==> src/design/rcv_pkg.sv <==
// Purpose: constants for the room climate value reporter
// Assumes: 25 MHz system clock, values as signed/unsigned binary
// Notes: times given in their own unit, cycle counts derived
package rcv_pkg;
  localparam int CLK_HZ = 25000000;
  localparam int TICK_MS = 100;
  localparam int TICK_CYC = CLK_HZ / 1000 * TICK_MS;
  localparam int SEC_TICKS = 10;
  localparam int MIN_TICKS = 600;
  localparam int HUM_DELAY_S = 10;
  localparam int HUM_DELAY_TICKS = HUM_DELAY_S * SEC_TICKS;
  localparam int HUM_CYC_UNIT_S = 10;
  localparam logic [3:0] WEIGHT_RST = 4'h5;
  localparam logic [7:0] CAL_RST = 8'h00;
  localparam logic [7:0] TEMP_DELTA_RST = 8'h03;
  localparam logic [7:0] TEMP_CYC_RST = 8'h0f;
  localparam logic [2:0] HUM_THR_RST = 3'h3;
  typedef enum logic [1:0] {
    SRC_INTERNAL, SRC_RECEIVED, SRC_BOTH
  } rcv_src_t;
  typedef enum logic [2:0] {
    PA_NONE, PA_SEND_ON, PA_SEND_OFF, PA_SET_ON, PA_SET_OFF
  } rcv_pact_t;
  typedef enum logic [2:0] {
    OM_COMFORT, OM_STANDBY, OM_NIGHT, OM_PROTECT
  } rcv_mode_t;
endpackage

==> src/design/rcv_timer.sv <==
`timescale 1ns/10ps
// Purpose: interval counter on 100 ms ticks
// Assumes: tick is a one-cycle pulse
// Notes: period zero holds the counter at zero and never fires
module rcv_timer #(
  parameter int W = 16
) (
  input wire logic clk_sys,
  input wire logic rst_n,
  input wire logic tick,
  input wire logic restart,
  input wire logic [W-1:0] period,
  output logic fire
);
  if (W < 8) begin : g_bad_width
    $error("timer width too small");
  end
  logic [W-1:0] cnt_r, cnt_nxt;
  logic fire_nxt;
  always_comb begin
    cnt_nxt = cnt_r;
    fire_nxt = 1'b0;
    if (restart || period == '0) begin
      cnt_nxt = '0;
    end else if (tick) begin
      if (cnt_r + 1'b1 >= period) begin
        cnt_nxt = '0;
        fire_nxt = 1'b1;
      end else begin
        cnt_nxt = cnt_r + 1'b1;
      end
    end
  end
  always_ff @(posedge clk_sys) begin
    if (!rst_n) begin
      cnt_r <= '0;
      fire <= 1'b0;
    end else begin
      cnt_r <= cnt_nxt;
      fire <= fire_nxt;
    end
  end
endmodule

==> src/design/rcv_reporter.sv <==
`timescale 1ns/10ps
// Purpose: temperature blending and humidity reporting with limits
// Assumes: temperatures signed 0.1 K, humidity in 0.1 percent RH
// Notes: limit hysteresis and limit delays are handled elsewhere, the humidity send delay is counted here
module rcv_reporter (
  input wire logic clk_sys,
  input wire logic rst_n,
  input wire rcv_pkg::rcv_src_t tempSrc,
  input wire logic [3:0] blendWeight,
  input wire logic [7:0] rxCalib,
  input wire logic [7:0] pollMin,
  input wire logic [7:0] tempDelta,
  input wire logic [7:0] tempCycMin,
  input wire logic [15:0] intTemp,
  input wire logic [15:0] rxTemp,
  input wire logic rxTempValid,
  input wire logic [9:0] humValue,
  input wire logic [2:0] humThrSel,
  input wire logic [6:0] humCycSet,
  input wire logic [1:0] limitCount,
  input wire logic [1:0] limitEval,
  input wire rcv_pkg::rcv_mode_t ctrlMode,
  input wire logic coolingOp,
  input wire rcv_pkg::rcv_pact_t actHeat,
  input wire rcv_pkg::rcv_pact_t actCool,
  output logic [15:0] roomTemp,
  output logic ctrlEnable,
  output logic tempSend,
  output logic pollReq,
  output logic humSend,
  output logic [1:0] limitState,
  output logic [1:0] limitSend
);
  import rcv_pkg::*;
  // ************************************************************
  // time base
  // ************************************************************
  logic [21:0] pre_r, pre_nxt;
  logic tick_r, tick_nxt;
  always_comb begin
    tick_nxt = 1'b0;
    pre_nxt = pre_r + 22'h1;
    if (pre_r == 22'(TICK_CYC - 1)) begin
      pre_nxt = '0;
      tick_nxt = 1'b1;
    end
  end
  always_ff @(posedge clk_sys) begin
    if (!rst_n) begin
      pre_r <= '0;
      tick_r <= 1'b0;
    end else begin
      pre_r <= pre_nxt;
      tick_r <= tick_nxt;
    end
  end
  // ************************************************************
  // temperature source
  // ************************************************************
  function automatic logic [15:0] absDiff(input logic [15:0] a,
                                          input logic [15:0] b);
    logic signed [16:0] d;
    d = 17'(signed'(a)) - 17'(signed'(b));
    absDiff = d[16] ? 16'(-d) : d[15:0];
  endfunction
  logic signed [15:0] calTemp;
  logic signed [21:0] mix;
  logic [3:0] wInt;
  logic [15:0] curTemp;
  // received value held between telegrams
  logic [15:0] rxHeld_r, rxHeld_nxt;
  assign calTemp = signed'(rxHeld_r) + 16'(signed'(rxCalib));
  // weight 1..9 selects internal share in tenths
  assign wInt = (blendWeight >= 4'h1 && blendWeight <= 4'h9)
    ? blendWeight : WEIGHT_RST;
  always_comb begin
    mix = 22'(signed'(intTemp)) * signed'(22'(wInt))
        + 22'(calTemp) * signed'(22'(4'ha - wInt));
    unique case (tempSrc)
      SRC_INTERNAL: curTemp = intTemp;
      SRC_RECEIVED: curTemp = calTemp;
      default: curTemp = 16'(mix / 22'sd10);
    endcase
  end
  logic gotRx_r, gotRx_nxt, ctrl_nxt;
  always_comb begin
    gotRx_nxt = gotRx_r | rxTempValid;
    rxHeld_nxt = rxTempValid ? rxTemp : rxHeld_r;
    // internal-only starts at once others wait
    ctrl_nxt = (tempSrc == SRC_INTERNAL) || gotRx_nxt;
  end
  logic pollFire, tcFire, hcFire;
  // 255 minutes of ticks needs 18 bits
  rcv_timer #(.W(18)) u_poll (
    .clk_sys(clk_sys), .rst_n(rst_n), .tick(tick_r),
    .restart(tempSrc == SRC_INTERNAL),
    .period(18'(pollMin) * 18'(MIN_TICKS)),
    .fire(pollFire)
  );
  rcv_timer #(.W(18)) u_tcyc (
    .clk_sys(clk_sys), .rst_n(rst_n), .tick(tick_r), .restart(tempSend),
    .period(18'(tempCycMin) * 18'(MIN_TICKS)),
    .fire(tcFire)
  );
  rcv_timer #(.W(16)) u_hcyc (
    .clk_sys(clk_sys), .rst_n(rst_n), .tick(tick_r), .restart(1'b0),
    .period(16'(humCycSet) * 16'(HUM_CYC_UNIT_S * SEC_TICKS)),
    .fire(hcFire)
  );
  logic [15:0] lastTemp_r, lastTemp_nxt;
  logic tSend_nxt;
  always_comb begin
    tSend_nxt = ctrl_nxt && (tcFire || (tempDelta != 8'h00 &&
      absDiff(curTemp, lastTemp_r) >= 16'(tempDelta)));
    lastTemp_nxt = tSend_nxt ? curTemp : lastTemp_r;
  end
  always_ff @(posedge clk_sys) begin
    if (!rst_n) begin
      gotRx_r <= 1'b0;
      rxHeld_r <= '0;
      ctrlEnable <= 1'b0;
      roomTemp <= '0;
      lastTemp_r <= '0;
      tempSend <= 1'b0;
      pollReq <= 1'b0;
    end else begin
      gotRx_r <= gotRx_nxt;
      rxHeld_r <= rxHeld_nxt;
      ctrlEnable <= ctrl_nxt;
      roomTemp <= curTemp;
      lastTemp_r <= lastTemp_nxt;
      tempSend <= tSend_nxt;
      pollReq <= pollFire;
    end
  end
  // ************************************************************
  // humidity change reporting
  // ************************************************************
  logic [9:0] thr;
  always_comb begin
    unique case (humThrSel)
      3'h1: thr = 10'h005;
      3'h2: thr = 10'h00a;
      3'h3: thr = 10'h01e;
      3'h4: thr = 10'h064;
      default: thr = 10'h000;
    endcase
  end
  logic [9:0] lastHum_r, lastHum_nxt;
  logic [6:0] hdly_r, hdly_nxt;
  logic hSend_nxt, hChg;
  always_comb begin
    hChg = thr != 10'h000 &&
      absDiff(16'(humValue), 16'(lastHum_r)) >= 16'(thr);
    hdly_nxt = hdly_r;
    hSend_nxt = hcFire;
    if (hdly_r != 7'h00) begin
      if (tick_r) hdly_nxt = hdly_r - 7'h01;
    end else if (hChg) begin
      hSend_nxt = 1'b1;
      hdly_nxt = 7'(HUM_DELAY_TICKS);
    end
    lastHum_nxt = hSend_nxt ? humValue : lastHum_r;
  end
  always_ff @(posedge clk_sys) begin
    if (!rst_n) begin
      lastHum_r <= '0;
      hdly_r <= '0;
      humSend <= 1'b0;
    end else begin
      lastHum_r <= lastHum_nxt;
      hdly_r <= hdly_nxt;
      humSend <= hSend_nxt;
    end
  end
  // ************************************************************
  // limit values and protection handling
  // ************************************************************
  logic [1:0] limEn;
  assign limEn = (limitCount == 2'h0) ? 2'b00 :
                 (limitCount == 2'h1) ? 2'b01 : 2'b11;
  logic prot, prot_r, cool_r;
  rcv_pact_t act;
  logic [1:0] lim_nxt, lsend_nxt;
  assign prot = ctrlMode == OM_PROTECT;
  assign act = coolingOp ? actCool : actHeat;
  always_comb begin
    lim_nxt = limitState;
    lsend_nxt = 2'b00;
    if (prot && (!prot_r || coolingOp != cool_r)) begin
      unique case (act)
        PA_SEND_ON: begin
          lim_nxt = limEn;
          lsend_nxt = limEn;
        end
        PA_SEND_OFF: begin
          lim_nxt = 2'b00;
          lsend_nxt = limEn;
        end
        PA_SET_ON: lim_nxt = limEn;
        PA_SET_OFF: lim_nxt = 2'b00;
        default: lim_nxt = limitEval & limEn;
      endcase
    end else if (!prot || act == PA_NONE) begin
      lim_nxt = limitEval & limEn;
      lsend_nxt = (lim_nxt ^ limitState) & limEn;
    end
    if (hcFire) lsend_nxt = limEn;
  end
  always_ff @(posedge clk_sys) begin
    if (!rst_n) begin
      prot_r <= 1'b0;
      cool_r <= 1'b0;
      limitState <= 2'b00;
      limitSend <= 2'b00;
    end else begin
      prot_r <= prot;
      cool_r <= coolingOp;
      limitState <= lim_nxt;
      limitSend <= lsend_nxt;
    end
  end
endmodule

==> config.mk <==
export PLATFORM = sky130hd
export DESIGN_NAME = rcv_reporter
export DESIGN_NICKNAME = d
export VERILOG_FILES = /design/src/design/rcv_pkg.sv /design/src/design/rcv_timer.sv /design/src/design/rcv_reporter.sv
export SDC_FILE = /design/constraint.sdc
export NUM_CORES = 1
export LEC_CHECK = 0
export ABC_AREA = 1
export BUFFER_PORTS_ARGS = -buffer_cell sky130_fd_sc_hd__buf_2
export CORE_ASPECT_RATIO = 1.2
export CORE_UTILIZATION = 40
export CTS_BUF_LIST = sky130_fd_sc_hd__clkbuf_8
export DETAILED_ROUTE_END_ITERATION = 12
export PLACE_DENSITY = 0.63
export SETUP_SLACK_MARGIN = 0.4
export SLEW_MARGIN = 15
export SYNTH_ARGS = -nofsm -noshare
export SYNTH_HDL_FRONTEND = slang
export SYNTH_HIERARCHICAL = 1
export SYNTH_SLANG_ARGS = --single-unit
==> constraint.sdc <==
create_clock -name clk_sys -period 25.4 [get_ports clk_sys]
set_input_delay 2.54 -clock clk_sys [delete_from_list [all_inputs] [get_ports clk_sys]]
set_output_delay 2.54 -clock clk_sys [all_outputs]
set_load 0.01 [all_outputs]
# [After elaboration in Yosys (flattened, before gate mapping)]
# Cells that the tools add are included.
[word_totals] register_bits=154 in_bits=107 out_inout_bits=24 elab_cells=129
[classes] bitwise=6 addsub=12 mul=5 eq_ne=14 n_reduce_logical=35 n_lt_le_gt_ge=7 mux=27 div_mod_pow=1
[op_table] operator="2-to-1 mux 16 bit" n=3
[op_table] operator="multiplier 16 x 5 -> 21 bit" n=2
[op_table] operator="adder 18 x 1 -> 18 bit (second input constant)" n=2
[op_table] operator="greater-or-equal comparator 18 bit" n=2
[op_table] operator="logical NOT 18 bit" n=2
[op_table] operator="2-to-1 mux 18 bit" n=2
[op_table] operator="one-hot mux 16 bit (2 select lines)" n=1
[op_table] operator="multiplier 8 x 7 -> 15 bit (second input constant)" n=2
[op_table] operator="one-hot mux 7 bit (4 select lines)" n=1
[op_table] operator="adder 21 x 21 -> 22 bit" n=1
[op_table] operator="adder 22 x 1 -> 22 bit (second input constant)" n=1
[op_table] operator="divider 22 x 5 -> 22 bit (second input constant)" n=1
[op_table] operator="equality test 22 bit (second input constant)" n=1
[op_table] operator="2-to-1 mux 7 bit" n=3
[op_table] operator="subtractor 16 x 16 -> 17 bit" n=1
[op_table] operator="adder 16 x 1 -> 16 bit (second input constant)" n=1
[op_table] operator="adder 16 x 8 -> 16 bit" n=1
[op_table] operator="greater-or-equal comparator 16 x 10 -> 1 bit" n=1
[op_table] operator="greater-or-equal comparator 16 x 14 -> 1 bit" n=1
[op_table] operator="greater-or-equal comparator 16 x 8 -> 1 bit" n=1
[op_table] operator="logical NOT 16 bit" n=1
[op_table] operator="2-to-1 mux 2 bit" n=8
[op_table] operator="negator 11 -> 16 bit" n=1
[op_table] operator="negator 16 bit" n=1
[op_table] operator="32 further kinds" n=66

# [Logic depth before layout (Yosys ltp)]
# Gate-level depths: netlist of run 1.
[logic_depth] depth_word=15 ltp_mapped=179 depth_no_buf=178

# [Hierarchy]
# Netlist of run 1, hierarchy kept.
[modules_own_cells] mod="rcv_reporter" area_per_inst_um2=17387.9 cells_each=2551 n_inst=1 seq_area_each_um2=1981.9
[modules_own_cells] mod="rcv_timer at u_poll ..." area_per_inst_um2=1759.2 cells_each=284 n_inst=2 seq_area_each_um2=380.4
[modules_own_cells] mod="rcv_timer at u_hcyc" area_per_inst_um2=1492.7 cells_each=226 n_inst=1 seq_area_each_um2=340.3

# [Worst setup path before layout of run 1]
# No wires, ideal clock.
[synth_timing] kind="input to register" from="input rxCalib[2]" to="register lastTemp_r[2]" required_ns=25.270 slack_ns=4.601 arrival_time_ns=20.669 cell_stages=171 cell_sequence="ha_1 -> nand2_1 -> nor2_1 -> a211oi_1 -> inv_1 -> a21oi_1 -> o21bai_1 -> nand2_1 -> nand2_1 -> a21oi_1 -> inv_1 -> a21oi_1 -> o21bai_1 -> a21oi_1 -> o21bai_1 -> a21oi_1 -> nor2_1 -> o21ai_0 -> [135 not listed] -> ha_1 -> a21boi_0 -> o21ai_0 -> nand2_1 -> a21o_1 -> a21oi_1 -> nor2_1 -> or2_2 -> a21o_1 -> a221oi_1 -> nand4_1 -> o41ai_1 -> nand2_1 -> nand2_1 -> inv_1 -> clkbuf_1 -> o21ai_0 -> a21oi_1"
[synth_via] elab_chain_len=12
[synth_rtl] element="start: declaration" line_no="rcv_reporter.sv:10" text="input wire logic [7:0] rxCalib,"
[synth_rtl] element="adder 16 x 8 -> 16 bit (*)" line_no="rcv_reporter.sv:72" text="assign calTemp = signed'(rxHeld_r) + 16'(signed'(rxCalib));"
[synth_rtl] element="multiplier 16 x 5 -> 21 bit" line_no="rcv_reporter.sv:78" text="+ 22'(calTemp) * signed'(22'(4'ha - wInt));"
[synth_rtl] element="adder 21 x 21 -> 22 bit" line_no="rcv_reporter.sv:78"
[synth_rtl] element="divider 22 x 5 -> 22 bit" line_no="rcv_reporter.sv:82" text="default: curTemp = 16'(mix / 22'sd10);"
[synth_rtl] element="one-hot mux 16 bit (2 select lines) (*)" line_no="rcv_reporter.sv:79" text="unique case (tempSrc)"
[synth_rtl] element="via curTemp[2]" line_no="rcv_reporter.sv:69" text="logic [15:0] curTemp;"
[synth_rtl] element="subtractor 16 x 16 -> 17 bit" line_no="rcv_reporter.sv:63" text="d = 17'(signed'(a)) - 17'(signed'(b));"
[synth_rtl] element="negator 16 bit" line_no="rcv_reporter.sv:64" text="absDiff = d[16] ? 16'(-d) : d[15:0];"
[synth_rtl] element="2-to-1 mux 16 bit" line_no="rcv_reporter.sv:64"
[synth_rtl] element="greater-or-equal comparator 16 x 8 -> 1 bit" line_no="rcv_reporter.sv:114" text="absDiff(curTemp, lastTemp_r) >= 16'(tempDelta)));"
[synth_rtl] element="logical AND 1 bit" line_no="rcv_reporter.sv:113" text="tSend_nxt = ctrl_nxt && (tcFire || (tempDelta != 8'h00 &&"
[synth_rtl] element="logical OR 1 bit" line_no="rcv_reporter.sv:113"
[synth_rtl] element="logical AND 1 bit" line_no="rcv_reporter.sv:113"
[synth_rtl] element="end signal: assignment" line_no="rcv_reporter.sv:131" text="lastTemp_r <= lastTemp_nxt;"
[synth_rtl] element="end: declaration" line_no="rcv_reporter.sv:110" text="logic [15:0] lastTemp_r, lastTemp_nxt;"
# The timed path passes the listed nets; every way through them passes the cells marked *.
# A chain may end at the register's enable or synchronous reset.

# [Final worst setup path of run 1]
[layout_timing] from="input rxCalib[2]" to="register lastTemp_r[15]"
[layout_via] elab_chain_len=12
[layout_rtl] element="adder 16 x 8 -> 16 bit (*)" line_no="rcv_reporter.sv:72"
[layout_rtl] element="multiplier 16 x 5 -> 21 bit" line_no="rcv_reporter.sv:78"
[layout_rtl] element="adder 21 x 21 -> 22 bit" line_no="rcv_reporter.sv:78"
[layout_rtl] element="divider 22 x 5 -> 22 bit" line_no="rcv_reporter.sv:82"
[layout_rtl] element="one-hot mux 16 bit (2 select lines) (*)" line_no="rcv_reporter.sv:79"
[layout_rtl] element="via curTemp[4]" line_no="rcv_reporter.sv:69"
[layout_rtl] element="subtractor 16 x 16 -> 17 bit (*)" line_no="rcv_reporter.sv:63"
[layout_rtl] element="negator 16 bit" line_no="rcv_reporter.sv:64"
[layout_rtl] element="2-to-1 mux 16 bit (*)" line_no="rcv_reporter.sv:64"
[layout_rtl] element="greater-or-equal comparator 16 x 8 -> 1 bit (*)" line_no="rcv_reporter.sv:114"
[layout_rtl] element="logical AND 1 bit (*)" line_no="rcv_reporter.sv:113"
[layout_rtl] element="logical OR 1 bit (*)" line_no="rcv_reporter.sv:113"
[layout_rtl] element="logical AND 1 bit (*)" line_no="rcv_reporter.sv:113"
# Marks and branches as above.

==> reports/metrics.yaml, run 1 <==
run_status:
  status: "completed"
route:
  antenna_left: 0
  vias: 20200
  via_per_inst: 4.80
  drt-total-wl_um: 54900
  drt-pass1-iter-count: 5
  dr.first_iter.drc_count: 695
  drcViolationCount: 0
  wl_per_cell_um: 13.0
setup_path:
  end_kind: "flop"
  crit_start: "rxCalib[2]"
  cp_max_fo: 16
  cp_common_cell: "nand2_1"
  rr_worst_depth: 167
  critPathLaunchType: "primary input"
  max_stage_delay_ns: 0.54
  arrival_ns: 23.08
  crit_type: "primary input to flop"
  worstPathRequired_ns: 25.76
  crit_end: "lastTemp_r[15]$_SDFFE_PN0P_"
  crit_slowest_cell: "fa_1"
  r2r-end: "lastTemp_r[15]$_SDFFE_PN0P_"
  r2r_start: "rxHeld_r[2]$_SDFFE_PN0P_"
  regToRegSetupSlack_ns: 4.53
grt:
  overflow: 0
  antenna_found_initial: 0
  grt_max_degree: 55
  grt_use_total: 0.195
  grt_pass1_wl_um: 89800
  grt_pass1_vias: 19100
die:
  core-area_um2: 55000
  fp.dieH_um: 261
  ios: 131
  start_util: 0.407
  die_x_um: 218
  rows: 94
  dieArea_um2: 57000
sta:
  rsz0062_at_grt: "false"
  worstMarginPinSlew_ns: 0.866
  fin_crit_ns: 22.72
  finalHoldViolations: 0
  final.setup.tns_ns: 0
  min_period_over_period: 0.894
  hold_ws_ns: 0.430
  relSlewSlack: 0.417
  finClkSkew_ns: 0.0186
  maxSlewViolCount: 0
  fmax_mhz: 44.0
  setup_viol: 0
final_layout:
  final_area_um2: 24300
  synthToLayoutAreaGrowth_pct: 8.55
  layout_common_cells: "697 x inv_1, 660 x nand2_1, 382 x nor2_1, 281 x ha_1, 182 x nand3_1"
  diodes: 0
  n_fill_cell: 5912
  final_cells: 4208
  layout-drive-gt1-share: 0.106
  nets: 4003
  final_common_cell: "inv_1"
placed_design:
  place_area_um2: 23800
  globalplace.congestion: 0.888
  dpl.cell_count: 4170
  dp_hpwl_um: 46100
  port-buffer-count: 130
clocking:
  cts.sinks: 154
  clock-root-buffer: "clkbuf_8"
  htree_levels: 4
  clkTransAtPathRegs_ns: 0.09
  clk_path_buf_depth: 2
  clock_latency_ns: 0.49
  cts_buffers: 17
  cts_tree: "done"
synthesis:
  synthArstFlopShare: 0
  ys_types: 68
  synth_area_um2: 22400
  syn_inst: 3345
  yosys_warnings: 6
  seq_area_frac_synth: 0.138
  ys.flop_type: "dfxtp_1"
  synth_edf_count: 0
  synth_seq_cells: 154
  syn_avg_cell_area_um2: 6.70
min_path:
  min_path_type: "flop to flop"
job:
  drv_cap: 0
[what timing repair did]
action,4_1_cts,5_1_grt
setup endpoints to repair,0,17
hold buffers,0,0
buffers inserted,0,5
resized for setup,0,9
[sequential cells by signal, indices dropped and copies added (netlist names), 10 cells and up]
register / flops
pre_r: 22
u_poll/cnt_r: 18
u_tcyc/cnt_r: 18
lastTemp_r: 16
roomTemp: 16
rxHeld_r: 16
u_hcyc/cnt_r: 16
lastHum_r: 10
[layout make-up]
cell class	count	area, um^2	share of cell area
Clock inverter	14	175	0.00720
Sequential cell	154	3080	0.127
Timing Repair inverter	1	7.51	0.000309
Inverter	744	2820	0.116
Timing Repair Buffer	141	733	0.0302
Clock buffer	18	248	0.0102
Tap cell	720	901	0.0371
Multi-Input combinational cell	2416	16300	0.672
[synthesized netlist by cell type, types with 4 or more instances]
library cell,n,area [um^2]
o31ai_1,10,75.1
nand2_2,57,357
dfxtp_1,154,3080
buf_2,5,25.0
nor3_2,4,40.0
nor3b_1,4,30.0
buf_6,4,45.0
fa_1,140,2800
nand2_4,24,270
nor4_1,6,37.5
nor3_1,37,185
o21a_1,10,75.1
a31oi_1,4,25.0
clkinv_1,6,22.5
o21ai_0,117,586
nor2_1,386,1450
a211oi_1,4,30.0
inv_1,699,2620
a21oi_1,139,696
or2_2,11,68.8
clkbuf_1,28,105
xor2_2,4,65.1
nand3_1,182,911
ha_1,281,3520
o21ai_1,25,125
nor2_2,11,68.8
nand3_2,15,150
nand3b_1,6,45.0
nand2_1,660,2480
mux2i_1,8,80.1
nand4_1,46,288
and2_1,10,62.6
inv_2,36,135
o22ai_1,13,81.3
a21o_1,8,60.1
nor2_4,7,78.8
o21bai_1,15,113
xnor2_1,22,193
xor2_1,99,867
[worst max-delay path, delay by kind of cell]
kind / cells / cell delay [ns]
buffers and inverters: 25 / 2.04
AND/OR/NAND/NOR: 100 / 9.69
AO/OA/AOI/OAI: 33 / 4.88
adder cells (fa/ha/maj): 10 / 3.89
[metrics by stage]
| step | setup WS, ns | utilization |
|---|---|---|
| floorplan | 4.60 | - |
| global placement | 2.05 | 0.433 |
| detailed placement | 1.59 | 0.433 |
| CTS | 2.06 | 0.441 |
| global route | 0.462 | 0.442 |
| finish | 2.68 | 0.442 |
[how the worst min path moves through the flow]
stage | from | end | slack [ns] | cells after the start
6_report | u_poll/fire$_SDFF_PP0_ | pollReq$_SDFF_PN0_ | 0.43 | 2
5_1_grt | u_poll/fire$_SDFF_PP0_ | pollReq$_SDFF_PN0_ | 0.45 | 2
4_1_cts | u_poll/fire$_SDFF_PP0_ | pollReq$_SDFF_PN0_ | 0.44 | 2
3_5_place_dp | u_poll/fire$_SDFF_PP0_ | pollReq$_SDFF_PN0_ | 0.42 | 2
3_3_place_gp | u_poll/fire$_SDFF_PP0_ | pollReq$_SDFF_PN0_ | 0.41 | 2
2_1_floorplan | u_poll/fire$_SDFF_PP0_ | pollReq$_SDFF_PN0_ | 0.39 | 2
[cell families after synthesis]
logic type / share of synthesized area
mux: 0.00358
buf+inv: 0.135
other cells: 0.000167
flops: 0.138
xor+xnor: 0.0512
fa+ha+maj: 0.282
simple gates: 0.296
compound gates: 0.0942
[metal layers]
layer / GRT usage / part of all wire / vias to the layer above
met5: 0 / 0 / -
met4: 0.0559 / 0.021 / 0
met3: 0.0216 / 0.033 / 56
met2: 0.357 / 0.50 / 329
met1: 0.237 / 0.45 / 9155
li1: - / - / 10600
Power of run 1 is not shown: default switching activity piles up to over one toggle a cycle in this logic, so the estimate is an artifact.
==> inputs of run 2 (changes only) <==
- PLACE_DENSITY: 0.63 -> default
- PLACE_DENSITY_LB_ADDON: default -> 0.12
- clock period: 25.4 -> 23.8 ns (I/O delays scaled with it)
==> reports/metrics.yaml, run 2 (synthesis gave the netlist of run 1 again) <==
clocking:
  cts.sinks: 154
  clk_path_buf_depth: 2
  cts_tree: "done"
  htree_levels: 4
  cts_buffers: 17
  clkTransAtPathRegs_ns: 0.10
  clock_latency_ns: 0.55
  cts_hold_buf: 0
  clock-root-buffer: "clkbuf_8"
setup_path:
  rr_worst_depth: 166
  crit_start: "rxCalib[2]"
  regToRegSetupSlack_ns: 3.76
  crit_end: "lastTemp_r[10]$_SDFFE_PN0P_"
  crit_type: "primary input to flop"
  cp_max_fo: 16
  crit_slowest_cell: "fa_1"
  cp_common_cell: "nand2_1"
  arrival_ns: 22.08
  worstPathRequired_ns: 24.22
  r2r_start: "rxHeld_r[2]$_SDFFE_PN0P_"
  critPathLaunchType: "primary input"
  r2r-end: "lastTemp_r[10]$_SDFFE_PN0P_"
  end_kind: "flop"
  max_stage_delay_ns: 0.55
final_layout:
  layout_common_cells: "696 x inv_1, 651 x nand2_1, 378 x nor2_1, 277 x ha_1, 179 x nand3_1"
  largest_register_ffs: 22
  n_fill_cell: 5979
  final_area_um2: 24600
  top_regs: "pre_r (22), u_poll/cnt_r (18), u_tcyc/cnt_r (18)"
  layout-drive-gt1-share: 0.120
  final_common_cell: "inv_1"
  nets: 4020
  synthToLayoutAreaGrowth_pct: 9.94
  regMostFlops: "pre_r"
route:
  antenna_left: 0
  drcViolationCount: 0
  drt-total-wl_um: 57000
  wl_per_cell_um: 13.5
  dr.first_iter.drc_count: 832
  vias: 20100
  via_per_inst: 4.76
  drt-pass1-iter-count: 8
placed_design:
  dp_hpwl_um: 48100
  place_area_um2: 23900
  globalplace.congestion: 0.864
  port-buffer-count: 130
sta:
  finClkSkew_ns: 0.0199
  setup_viol: 0
  finalHoldViolations: 0
  hold_ws_ns: 0.439
  min_period_over_period: 0.910
  maxSlewViolCount: 0
  worstMarginPinSlew_ns: 0.838
  final.setup.tns_ns: 0
  rsz0062_at_grt: "false"
  fmax_mhz: 46.2
  fin_crit_ns: 21.66
  relSlewSlack: 0.435
grt:
  grt_pass1_wl_um: 92300
  grt_pass1_vias: 19300
  antenna_found_initial: 5
  overflow: 0
  grt_max_degree: 55
  grt_use_total: 0.203
run_status:
  status: "completed"
die:
  start_util: 0.407
  die_x_um: 218
  core-area_um2: 55000
  ios: 131
  rows: 94
  dieArea_um2: 57000
  fp.dieH_um: 261
job:
  drv_cap: 0
min_path:
  min_path_type: "flop to flop"
  hold_depth: 2
==> run 2: what timing repair did <==
action / 4_1_cts / 5_1_grt
setup buffers: 0 / 12
setup endpoints to repair: 0 / 17
resized for setup: 0 / 63
hold endpoints to repair: 0 / 0
==> run 2: area by class of cell <==
type | instances | area, um^2 | share of cell area
Inverter | 744 | 2820 | 0.114
Clock buffer | 17 | 234 | 0.00950
Antenna cell | 1 | 2.50 | 0.000102
Tap cell | 720 | 901 | 0.0366
Multi-Input combinational cell | 2416 | 16500 | 0.671
Timing Repair inverter | 1 | 7.51 | 0.000305
Sequential cell | 154 | 3080 | 0.125
Clock inverter | 15 | 191 | 0.00777
Timing Repair Buffer | 158 | 861 | 0.0350
==> run 2: critical path, delay by kind of cell <==
family	cells	cell delay [ns]
adder cells (fa/ha/maj)	10	3.80
buffers and inverters	23	1.92
AO/OA/AOI/OAI	33	4.45
AND/OR/NAND/NOR	101	9.55
==> run 2: worst min-delay path by stage <==
stage	start	end	slack, ns
floorplan	u_poll/fire$_SDFF_PP0_	pollReq$_SDFF_PN0_	0.39
global placement	u_poll/fire$_SDFF_PP0_	pollReq$_SDFF_PN0_	0.42
detailed placement	u_poll/fire$_SDFF_PP0_	pollReq$_SDFF_PN0_	0.43
CTS	u_poll/fire$_SDFF_PP0_	pollReq$_SDFF_PN0_	0.45
global route	lastHum_r[4]$_SDFFE_PN0P_	lastHum_r[4]$_SDFFE_PN0P_	0.49
finish	u_poll/fire$_SDFF_PP0_	pollReq$_SDFF_PN0_	0.44
==> run 2: per-layer routing <==
metal,track usage,up-vias,wire [um]
li1,-,10700,-
met1,0.257,9149,26500
met2,0.361,234,27700
met3,0.0310,51,1770
met4,0.0458,6,892
met5,0,-,43
==> run 2: metrics by stage <==
stage / worst slack, ns / instances / utilization
after floorplan: 3.16 / 3358 / -
after global placement: 0.551 / 4180 / 0.434
after detailed placement: 0.271 / 4180 / 0.434
after CTS: 0.836 / 4212 / 0.442
after global routing: 0.348 / 4226 / 0.447
final: 2.14 / 4226 / 0.447
Power of run 2 is left out for the same reason.
